[src/adm_map.svh]
// Offsets, decode-word layout, default entries and page numbers of the address decoder
`ifndef ADM_MAP_SVH
`define ADM_MAP_SVH

`define ADM_IDX_W       9
`define ADM_DEPTH       512
`define ADM_WORD_W      8

`define ADM_BIT_MEM     7
`define ADM_BIT_IO      6
`define ADM_BIT_UPPER   5
`define ADM_BIT_LOWER   4
`define ADM_BIT_ROM3    3
`define ADM_BIT_ROM0    0

`define ADM_W_EXT_MEM   8'h7f
`define ADM_W_EXT_IO    8'hbf
`define ADM_W_ROM0      8'h4e
`define ADM_W_ROM1      8'h4d
`define ADM_W_ROM2      8'h4b
`define ADM_W_ROM3      8'h47
`define ADM_W_RAM_LO    8'h6f
`define ADM_W_RAM_HI    8'h5f
`define ADM_W_IDLE      8'hff

`define ADM_A10_BIT     10
`define ADM_PAGE_IO_DEF 8'h00
`define ADM_PAGE_IO_OPT 8'h80
`define ADM_PAGE_RAM_DEF 4'hd
`define ADM_PAGE_RAM_OPT 4'h0
`define ADM_PAGE_ROM    3'h7

`endif

[src/adm_pkg.sv]
// Types shared by the address decoder files
package adm_pkg;
   typedef logic [7:0]  adm_word_t;
   typedef logic [8:0]  adm_idx_t;
   typedef logic [15:0] adm_addr_t;
   typedef logic [7:0]  adm_page_t;
endpackage

[src/adm_decoder.sv]
// Top of the processor-card address decoder: table lookup, RAM split, registered selects
`include "adm_map.svh"
module adm_decoder (
   // Clock and reset
   input  wire logic               core_clk_in,
   input  wire logic               reset_n_in,
   // Processor address and strap
   input  wire adm_pkg::adm_addr_t addr_in,
   input  wire logic               map_option_strap_in,
   input  wire logic               dma_grant_n_in,
   // Table replacement
   input  wire logic               table_wr_en_in,
   input  wire adm_pkg::adm_idx_t  table_wr_idx_in,
   input  wire adm_pkg::adm_word_t table_wr_word_in,
   // Onboard ROM enables
   output logic                    rom_bank0_enable_n_out,
   output logic                    rom_bank1_enable_n_out,
   output logic                    rom_bank2_enable_n_out,
   output logic                    rom_bank3_enable_n_out,
   // Onboard RAM selects
   output logic                    ram_lower_half_sel_n_out,
   output logic                    ram_upper_half_sel_n_out,
   output logic                    ram_kb1_enable_n_out,
   output logic                    ram_kb2_enable_n_out,
   output logic                    ram_kb3_enable_n_out,
   output logic                    ram_kb4_enable_n_out,
   // Backplane
   output logic                    ext_mem_buf_enable_a_n_out,
   output logic                    ext_mem_buf_enable_b_n_out,
   output logic                    memrq_n_out,
   output logic                    iorq_n_out,
   output logic [7:0]              io_port_out
);
   adm_pkg::adm_idx_t  idx;
   adm_pkg::adm_word_t word;

   // First stage beside the table read
   logic               a10_r;
   logic               a10_nxt;
   logic               dma_r;
   logic               dma_nxt;
   logic [7:0]         port_r;
   logic [7:0]         port_nxt;

   // Gated word and split outputs
   adm_pkg::adm_word_t gword;
   logic               kb1_n;
   logic               kb2_n;
   logic               kb3_n;
   logic               kb4_n;
   logic               ext_a_n;
   logic               ext_b_n;

   // Output stage
   adm_pkg::adm_word_t out_word_r;
   adm_pkg::adm_word_t out_word_nxt;
   logic [3:0]         kb_n_r;
   logic [3:0]         kb_n_nxt;
   logic [1:0]         ext_n_r;
   logic [1:0]         ext_n_nxt;
   logic [7:0]         io_port_r;
   logic [7:0]         io_port_nxt;

   assign idx = {map_option_strap_in, addr_in[15:8]};

   adm_table u_table (
      .core_clk_in (core_clk_in),
      .reset_n_in  (reset_n_in),
      .rd_idx_in   (idx),
      .rd_word_out (word),
      .wr_en_in    (table_wr_en_in),
      .wr_idx_in   (table_wr_idx_in),
      .wr_word_in  (table_wr_word_in)
   );

   always_comb begin
      a10_nxt  = addr_in[`ADM_A10_BIT];
      dma_nxt  = !dma_grant_n_in;
      port_nxt = addr_in[7:0];
   end

   always_ff @(posedge core_clk_in or negedge reset_n_in) begin
      if (!reset_n_in) begin
         a10_r  <= 1'b0;
         dma_r  <= 1'b0;
         port_r <= 8'h00;
      end else begin
         a10_r  <= a10_nxt;
         dma_r  <= dma_nxt;
         port_r <= port_nxt;
      end
   end

   // Card is off the bus during DMA: every select and request idles
   always_comb begin
      gword = dma_r ? `ADM_W_IDLE : word;
   end

   adm_ram_dec u_ram_dec (
      .lower_sel_n_in (gword[`ADM_BIT_LOWER]),
      .upper_sel_n_in (gword[`ADM_BIT_UPPER]),
      .a10_in         (a10_r),
      .kb1_n_out      (kb1_n),
      .kb2_n_out      (kb2_n),
      .kb3_n_out      (kb3_n),
      .kb4_n_out      (kb4_n),
      .ext_a_n_out    (ext_a_n),
      .ext_b_n_out    (ext_b_n)
   );

   always_comb begin
      out_word_nxt = gword;
      kb_n_nxt     = {kb4_n, kb3_n, kb2_n, kb1_n};
      ext_n_nxt    = {ext_b_n, ext_a_n};
      if (dma_r)
         ext_n_nxt = 2'h3;
      io_port_nxt  = port_r;
   end

   always_ff @(posedge core_clk_in or negedge reset_n_in) begin
      if (!reset_n_in) begin
         out_word_r <= `ADM_W_IDLE;
         kb_n_r     <= 4'hf;
         ext_n_r    <= 2'h3;
         io_port_r  <= 8'h00;
      end else begin
         out_word_r <= out_word_nxt;
         kb_n_r     <= kb_n_nxt;
         ext_n_r    <= ext_n_nxt;
         io_port_r  <= io_port_nxt;
      end
   end

   assign rom_bank0_enable_n_out     = out_word_r[`ADM_BIT_ROM0];
   assign rom_bank1_enable_n_out     = out_word_r[`ADM_BIT_ROM0+1];
   assign rom_bank2_enable_n_out     = out_word_r[`ADM_BIT_ROM0+2];
   assign rom_bank3_enable_n_out     = out_word_r[`ADM_BIT_ROM3];
   assign ram_lower_half_sel_n_out   = out_word_r[`ADM_BIT_LOWER];
   assign ram_upper_half_sel_n_out   = out_word_r[`ADM_BIT_UPPER];
   assign ram_kb1_enable_n_out       = kb_n_r[0];
   assign ram_kb2_enable_n_out       = kb_n_r[1];
   assign ram_kb3_enable_n_out       = kb_n_r[2];
   assign ram_kb4_enable_n_out       = kb_n_r[3];
   assign ext_mem_buf_enable_a_n_out = ext_n_r[0];
   assign ext_mem_buf_enable_b_n_out = ext_n_r[1];
   assign memrq_n_out                = out_word_r[`ADM_BIT_MEM];
   assign iorq_n_out                 = out_word_r[`ADM_BIT_IO];
   assign io_port_out                = io_port_r;

   // Checks; no table writes in flight, no DMA for the map checks
   logic quiet;
   logic [2:0] settle_r;
   logic [2:0] settle_nxt;

   always_comb begin
      settle_nxt = (table_wr_en_in || !dma_grant_n_in) ? 3'h0 :
                   (settle_r == 3'h7) ? settle_r : settle_r + 3'h1;
   end

   always_ff @(posedge core_clk_in or negedge reset_n_in) begin
      if (!reset_n_in)
         settle_r <= 3'h0;
      else
         settle_r <= settle_nxt;
   end

   assign quiet = (settle_r == 3'h7);

   property p_rom_map;
      @(posedge core_clk_in) disable iff (!reset_n_in)
      (quiet && addr_in[15:13] == 3'h7 && !table_wr_en_in && dma_grant_n_in)
      |-> ##2 (memrq_n_out == 1'b0 && iorq_n_out == 1'b1 &&
               ram_lower_half_sel_n_out == 1'b0 && ram_upper_half_sel_n_out == 1'b0 &&
               {rom_bank3_enable_n_out, rom_bank2_enable_n_out,
                rom_bank1_enable_n_out, rom_bank0_enable_n_out} ==
               ~(4'h1 << (2'h3 - $past(addr_in[12:11], 2))) &&
               {ram_kb4_enable_n_out, ram_kb3_enable_n_out,
                ram_kb2_enable_n_out, ram_kb1_enable_n_out} == 4'hf);
   endproperty
   a_rom_map: assert property (p_rom_map) else $error("ROM page decoded wrongly");

   property p_fffe;
      @(posedge core_clk_in) disable iff (!reset_n_in)
      (quiet && addr_in == 16'hfffe && !map_option_strap_in && dma_grant_n_in)
      |-> ##2 (rom_bank0_enable_n_out == 1'b0 && memrq_n_out == 1'b0);
   endproperty
   a_fffe: assert property (p_fffe) else $error("FFFE does not select ROM 0");

   property p_default_ram;
      @(posedge core_clk_in) disable iff (!reset_n_in)
      (quiet && addr_in[15:12] == 4'hd && !map_option_strap_in && dma_grant_n_in)
      |-> ##2 (memrq_n_out == 1'b0 &&
               {ram_kb4_enable_n_out, ram_kb3_enable_n_out,
                ram_kb2_enable_n_out, ram_kb1_enable_n_out} ==
               ~(4'h1 << $past(addr_in[11:10], 2)));
   endproperty
   a_default_ram: assert property (p_default_ram) else $error("Default RAM bank wrong");

   property p_default_io;
      @(posedge core_clk_in) disable iff (!reset_n_in)
      (quiet && addr_in[15:8] == 8'h00 && !map_option_strap_in && dma_grant_n_in)
      |-> ##2 (iorq_n_out == 1'b0 && memrq_n_out == 1'b1 && io_port_out == $past(addr_in[7:0], 2));
   endproperty
   a_default_io: assert property (p_default_io) else $error("Default I/O page wrong");

   property p_default_ext;
      @(posedge core_clk_in) disable iff (!reset_n_in)
      (quiet && addr_in[15:8] != 8'h00 && addr_in[15:12] < 4'hd &&
       !map_option_strap_in && dma_grant_n_in)
      |-> ##2 (memrq_n_out == 1'b0 && ext_mem_buf_enable_a_n_out == 1'b0 &&
               ext_mem_buf_enable_b_n_out == 1'b0 && ram_kb1_enable_n_out == 1'b1);
   endproperty
   a_default_ext: assert property (p_default_ext) else $error("External memory wrong");

   property p_option_map;
      @(posedge core_clk_in) disable iff (!reset_n_in)
      (quiet && map_option_strap_in && dma_grant_n_in && addr_in[15:13] != 3'h7)
      |-> ##2 ((iorq_n_out == 1'b0) == ($past(addr_in[15:8], 2) == 8'h80) &&
               (ram_kb1_enable_n_out == 1'b0) == ($past(addr_in[15:10], 2) == 6'h00) &&
               (ext_mem_buf_enable_a_n_out == 1'b0) == ($past(addr_in[15:12], 2) != 4'h0));
   endproperty
   a_option_map: assert property (p_option_map) else $error("Option map wrong");

   property p_dma_quiet;
      @(posedge core_clk_in) disable iff (!reset_n_in)
      (!dma_grant_n_in) |-> ##2 (rom_bank0_enable_n_out && rom_bank1_enable_n_out &&
         rom_bank2_enable_n_out && rom_bank3_enable_n_out && ram_kb1_enable_n_out &&
         ram_kb2_enable_n_out && ram_kb3_enable_n_out && ram_kb4_enable_n_out);
   endproperty
   a_dma_quiet: assert property (p_dma_quiet) else $error("Onboard memory active in DMA");

   property p_split;
      @(posedge core_clk_in) disable iff (!reset_n_in)
      1'b1 |-> ((ram_kb1_enable_n_out & ram_kb2_enable_n_out) ||
                !ram_lower_half_sel_n_out || dma_r) &&
               (ext_mem_buf_enable_a_n_out ==
                !(ram_lower_half_sel_n_out & ram_upper_half_sel_n_out) ||
                $past(dma_r) || !$past(reset_n_in));
   endproperty
   a_split: assert property (p_split) else $error("RAM split inconsistent");

   property p_replace;
      @(posedge core_clk_in) disable iff (!reset_n_in)
      (table_wr_en_in && table_wr_idx_in == 9'h000) ##1
      (dma_grant_n_in && !table_wr_en_in && idx == 9'h000)
      |-> ##2 (memrq_n_out == $past(table_wr_word_in[7], 3) &&
               rom_bank0_enable_n_out == $past(table_wr_word_in[0], 3));
   endproperty
   a_replace: assert property (p_replace) else $error("Replaced entry not used");

   c_rom0: cover property (@(posedge core_clk_in) disable iff (!reset_n_in)
      !rom_bank0_enable_n_out);
   c_io: cover property (@(posedge core_clk_in) disable iff (!reset_n_in)
      !iorq_n_out && map_option_strap_in);
   c_kb4: cover property (@(posedge core_clk_in) disable iff (!reset_n_in)
      !ram_kb4_enable_n_out);
   c_ext: cover property (@(posedge core_clk_in) disable iff (!reset_n_in)
      !ext_mem_buf_enable_a_n_out ##1 !dma_grant_n_in);
endmodule

[src/adm_ram_dec.sv]
// Splits the two RAM-half selects into four 1K enables or the external buffer enables
module adm_ram_dec (
   // Half selects and bank bit
   input  wire logic lower_sel_n_in,
   input  wire logic upper_sel_n_in,
   input  wire logic a10_in,
   // Chip enables
   output logic      kb1_n_out,
   output logic      kb2_n_out,
   output logic      kb3_n_out,
   output logic      kb4_n_out,
   // Backplane data input buffers
   output logic      ext_a_n_out,
   output logic      ext_b_n_out
);
   logic lower_only;
   logic upper_only;

   // Both halves low is a ROM cycle: RAM must stay off the data bus
   always_comb begin
      lower_only  = !lower_sel_n_in && upper_sel_n_in;
      upper_only  = !upper_sel_n_in && lower_sel_n_in;
      kb1_n_out   = !(lower_only && !a10_in);
      kb2_n_out   = !(lower_only && a10_in);
      kb3_n_out   = !(upper_only && !a10_in);
      kb4_n_out   = !(upper_only && a10_in);
      ext_a_n_out = !(lower_sel_n_in & upper_sel_n_in);
      ext_b_n_out = !(lower_sel_n_in & upper_sel_n_in);
   end
endmodule

[src/adm_table.sv]
// Replaceable 512 x 8 decode table with registered read data
`include "adm_map.svh"
module adm_table (
   // Clock and reset
   input  wire logic              core_clk_in,
   input  wire logic              reset_n_in,
   // Lookup
   input  wire adm_pkg::adm_idx_t rd_idx_in,
   output adm_pkg::adm_word_t     rd_word_out,
   // Replacement writes
   input  wire logic              wr_en_in,
   input  wire adm_pkg::adm_idx_t wr_idx_in,
   input  wire adm_pkg::adm_word_t wr_word_in
);
   adm_pkg::adm_word_t   mem_r [`ADM_DEPTH];
   logic [`ADM_DEPTH-1:0] over_r;
   logic [`ADM_DEPTH-1:0] over_nxt;
   adm_pkg::adm_word_t   rd_word_r;
   adm_pkg::adm_word_t   rd_word_nxt;

   // Shipped map; index bit 8 is the strap, bits 7:0 the page
   function automatic adm_pkg::adm_word_t default_word(input adm_pkg::adm_idx_t idx);
      adm_pkg::adm_page_t pg;
      pg = idx[7:0];
      if (pg[7:5] == `ADM_PAGE_ROM) begin
         unique case (pg[4:3])
            2'h0: default_word = `ADM_W_ROM3;
            2'h1: default_word = `ADM_W_ROM2;
            2'h2: default_word = `ADM_W_ROM1;
            2'h3: default_word = `ADM_W_ROM0;
         endcase
      end else if (!idx[8]) begin
         if (pg == `ADM_PAGE_IO_DEF)
            default_word = `ADM_W_EXT_IO;
         else if (pg[7:4] == `ADM_PAGE_RAM_DEF)
            default_word = pg[3] ? `ADM_W_RAM_HI : `ADM_W_RAM_LO;
         else
            default_word = `ADM_W_EXT_MEM;
      end else begin
         if (pg[7:4] == `ADM_PAGE_RAM_OPT)
            default_word = pg[3] ? `ADM_W_RAM_HI : `ADM_W_RAM_LO;
         else if (pg == `ADM_PAGE_IO_OPT)
            default_word = `ADM_W_EXT_IO;
         else
            default_word = `ADM_W_EXT_MEM;
      end
   endfunction

   always_comb begin
      over_nxt = over_r;
      if (wr_en_in)
         over_nxt[wr_idx_in] = 1'b1;
      rd_word_nxt = over_r[rd_idx_in] ? mem_r[rd_idx_in] : default_word(rd_idx_in);
   end

   always_ff @(posedge core_clk_in or negedge reset_n_in) begin
      if (!reset_n_in) begin
         over_r    <= '0;
         rd_word_r <= `ADM_W_IDLE;
      end else begin
         over_r    <= over_nxt;
         rd_word_r <= rd_word_nxt;
      end
   end

   // Storage itself needs no reset; the override bits gate it
   always_ff @(posedge core_clk_in) begin
      if (wr_en_in)
         mem_r[wr_idx_in] <= wr_word_in;
   end

   assign rd_word_out = rd_word_r;
endmodule
[config.mk]
export PLATFORM = sky130hd
export DESIGN_NAME = adm_decoder
export DESIGN_NICKNAME = d
export VERILOG_FILES = /design/src/adm_pkg.sv /design/src/adm_decoder.sv /design/src/adm_ram_dec.sv /design/src/adm_table.sv
export VERILOG_INCLUDE_DIRS = /design/src
export SDC_FILE = /design/constraint.sdc
export NUM_CORES = 2
export LEC_CHECK = 0
export ABC_CLOCK_PERIOD_IN_PS = 2800
export BUFFER_PORTS_ARGS = -buffer_cell sky130_fd_sc_hd__buf_4
export CAP_MARGIN = 20
export CORE_MARGIN = 3
export CORE_UTILIZATION = 28
export DETAILED_ROUTE_END_ITERATION = 10
export MAX_ROUTING_LAYER = met4
export SLEW_MARGIN = 20
export SYNTH_ARGS = -nofsm -noshare
export SYNTH_HDL_FRONTEND = slang
export SYNTH_SLANG_ARGS = --single-unit
[constraint.sdc]
create_clock -name core_clk_in -period 2.8 [get_ports core_clk_in]
set_input_delay 0.28 -clock core_clk_in [delete_from_list [all_inputs] [get_ports core_clk_in]]
set_output_delay 0.28 -clock core_clk_in [all_outputs]
set_load 0.01 [all_outputs]
==> reports/metrics.cfg <==
[layout]
fill_cells=60600
multi_input_area_sq_um=41200
syn_to_final_growth_pct=21.5
drive_gt1_frac=0.360
fin_nets=10800
regArea_sq_um=137000

[synth]
yosysTopAreaCellShare=0.679
synthTopCellsByCount=4,096 x edfxtp_1, 937 x mux4_2, 612 x nor2_1
syn_inst=9077
synth_top_area_cell=edfxtp_1
syn_nets=9115
synth_area_leaders=edfxtp_1 68%, mux4_2 12%, dfrtp_1 7.3%
synth_edf_count=4096
ys_async_sr_fraction=0.119
yosys_warnings=0
seq_area_frac_synth=0.755
synth.most_common_cell=edfxtp_1
yosys.cell_types.count=74
avgSynthCellArea_sq_um=20.0
syn_area_sq_um=181000
ys_ff_latch=4647
synthFlopType=edfxtp_1

[worst_setup_path]
required_ns=3.79
path_max_fanout=8
crit_type=flop to flop
critPathCaptureType=flop
reg2reg_slack_ns=-0.38
crit_path_start_kind=flop
arrival_ns=4.17

[placed_design]
io_buffer_count=59
pre_cts_ws_ns=-1.70
place_congestion=0.861
dpl.hpwl_um=363000

[sta]
hold_viol_final=0
worstMarginPinSlew_ns=1.03
maxSlewViolCount=0
hold_ws_ns=0.112
setup_ws_ns=-0.381
fmax_ghz=0.314
skew_ns=0.111
post-route-period-util=1.14
fin_crit_ns=3.18
fin_setup_tns_ns=-2.35
finalSetupViolations=8
maxSlewHeadroom=0.311
rsz0062_at_grt=yes

[clock_network]
cts_root_buffer=clkbuf_16
cts_tree=yes
cts_max_path_buffers=4
cts_buffers=458
h-tree-depth=5
clock-sinks=4647
path_clk_slew_ns=0.07
clk_latency_ns=1.06

[power]
netSwitchingFraction=0.223
intPower_mw=114
power_frac_comb=0.064
ir_drop_mv=0.566
power.share.clock=0.419
total_power_mw=147
p_per_area_nw_per_um2=668
power_frac_seq=0.517
switchingPower_mw=32.8
cellLeakagePower_nw=76.8

[detailed_routing]
avgRoutedWirePerCell_um=27.5
num_vias=98400
wl_um=543000
drtIter0Drc=12700
ant_nets=0
viasPerCell=4.98
route.detailed.drc=0
drtPass1Iterations=5

[die]
initial_core_util=0.282
pin_count=60
rows=294
die-area_sq_um=657000
die_h_um=811
core_sq_um=643000
fp.dieW_um=811

[outcome]
status=finished, violations left
violations=negative setup slack

[flow_run]
cap_violations=0

[global_routing]
gr-total-overflow=0
grt_max_degree=144
grt_pass1_vias=98300
grt_util_all_layers=0.165
antenna_found_initial=51
grt_pass1_wl_um=766000

[worst_hold_path]
hold_path_class=input port to flop

routing by layer:
layer / wire, um / global-route usage / vias to the layer above
met5: 0 / - / -
met4: 17000 / 0.0479 / 0
met3: 45600 / 0.0279 / 784
met2: 259000 / 0.260 / 4526
met1: 222000 / 0.222 / 52900
li1: - / - / 40200
registers in the layout (all words and copies together) (netlist names):
register and count:
dma_r 1, ext_n_r 1, out_word_r 8, io_port_out 8
u_table.mem_r 4096, kb_n_r 4, u_table.rd_word_out 8, io_port_nxt 8
a10_r 1, u_table.over_r 512
through the flow:
stage	std cells	instance area [sq um]	utilization
after floorplan	9077	181000	-
after global placement	18800	205000	0.318
after detailed placement	18800	205000	0.318
after CTS	19700	220000	0.342
after global routing	19800	220000	0.343
final	19800	220000	0.343
logic make-up after synthesis:
family / count (synthesis) / synth area share
and+or+nand+nor: 1515 / 0.0412
xor gates and xnor gates: 1 / 0.0000483
AOI/OAI and AO/OA: 820 / 0.0323
muxes: 1543 / 0.151
DFF: 4647 / 0.755
buffers and inverters: 551 / 0.0203
power by group through the flow:
stage	Combinational (mW)	Sequential (mW)	Clock (mW)
after floorplan	4.09	77.5	0
after global placement	9.21	77.5	0
after detailed placement	9.29	77.5	0
after CTS	9.38	76.1	62.7
after global routing	9.75	76.1	65.5
final	9.37	76.1	61.6
path summary, 6_finish.rpt:
check,start,cells after the start,end
worst min-delay path,table_wr_idx_in[2],5,u_table.mem_r[400][5]
min in group asynchronous,reset_n_in,3,u_table.over_r[430]
worst max-delay path,u_table.over_r[255],11,u_table.rd_word_out[3]
worst max register to register,u_table.over_r[255],11,u_table.rd_word_out[3]
worst min register to register,io_port_nxt[3],0,io_port_out[3]
max in group asynchronous,reset_n_in,4,u_table.over_r[93]
critical path, cell delays in order, from the launching register on:
cell	delay [ns]
dfrtp_1	0.37
mux4_2	0.47
a22oi_2	0.24
buf_4	0.16
nand4_1	0.32
buf_4	0.29
a221oi_4	0.37
buf_4	0.19
o21ai_2	0.05
o22a_1	0.24
buf_12	0.16
mux2_4	0.29
area by class of cell:
type	instances	share of cell area
flip-flops and latches	4647	0.621
multi-input cells	3879	0.187
repair buffers	1758	0.0743
clock buffers	632	0.0580
well taps	8584	0.0488
clock inverters	238	0.0105
diodes	21	0.000239
inverters	7	0.000159
timing repair:
item                                    4_1_cts  5_1_grt
pin swaps                                     5        0
resized for setup                            12        1
endpoints found under the setup margin        8        8
hold buffers                                 39        0
hold endpoints to repair                   1965        0
setup buffers                                 1        0
placed cells by master, fill, tap and decap left out, types with 154 or more instances in the layout:
cell type  count
edfxtp_1    4096
nor2_1       609
dfrtp_1      530
mux4_2       937
nand2_1      154
buf_4       1469
clkbuf_16    463
buf_12       238
or2_2        525
mux2i_1      543
Note: power is estimated with default switching activity, not from simulation.
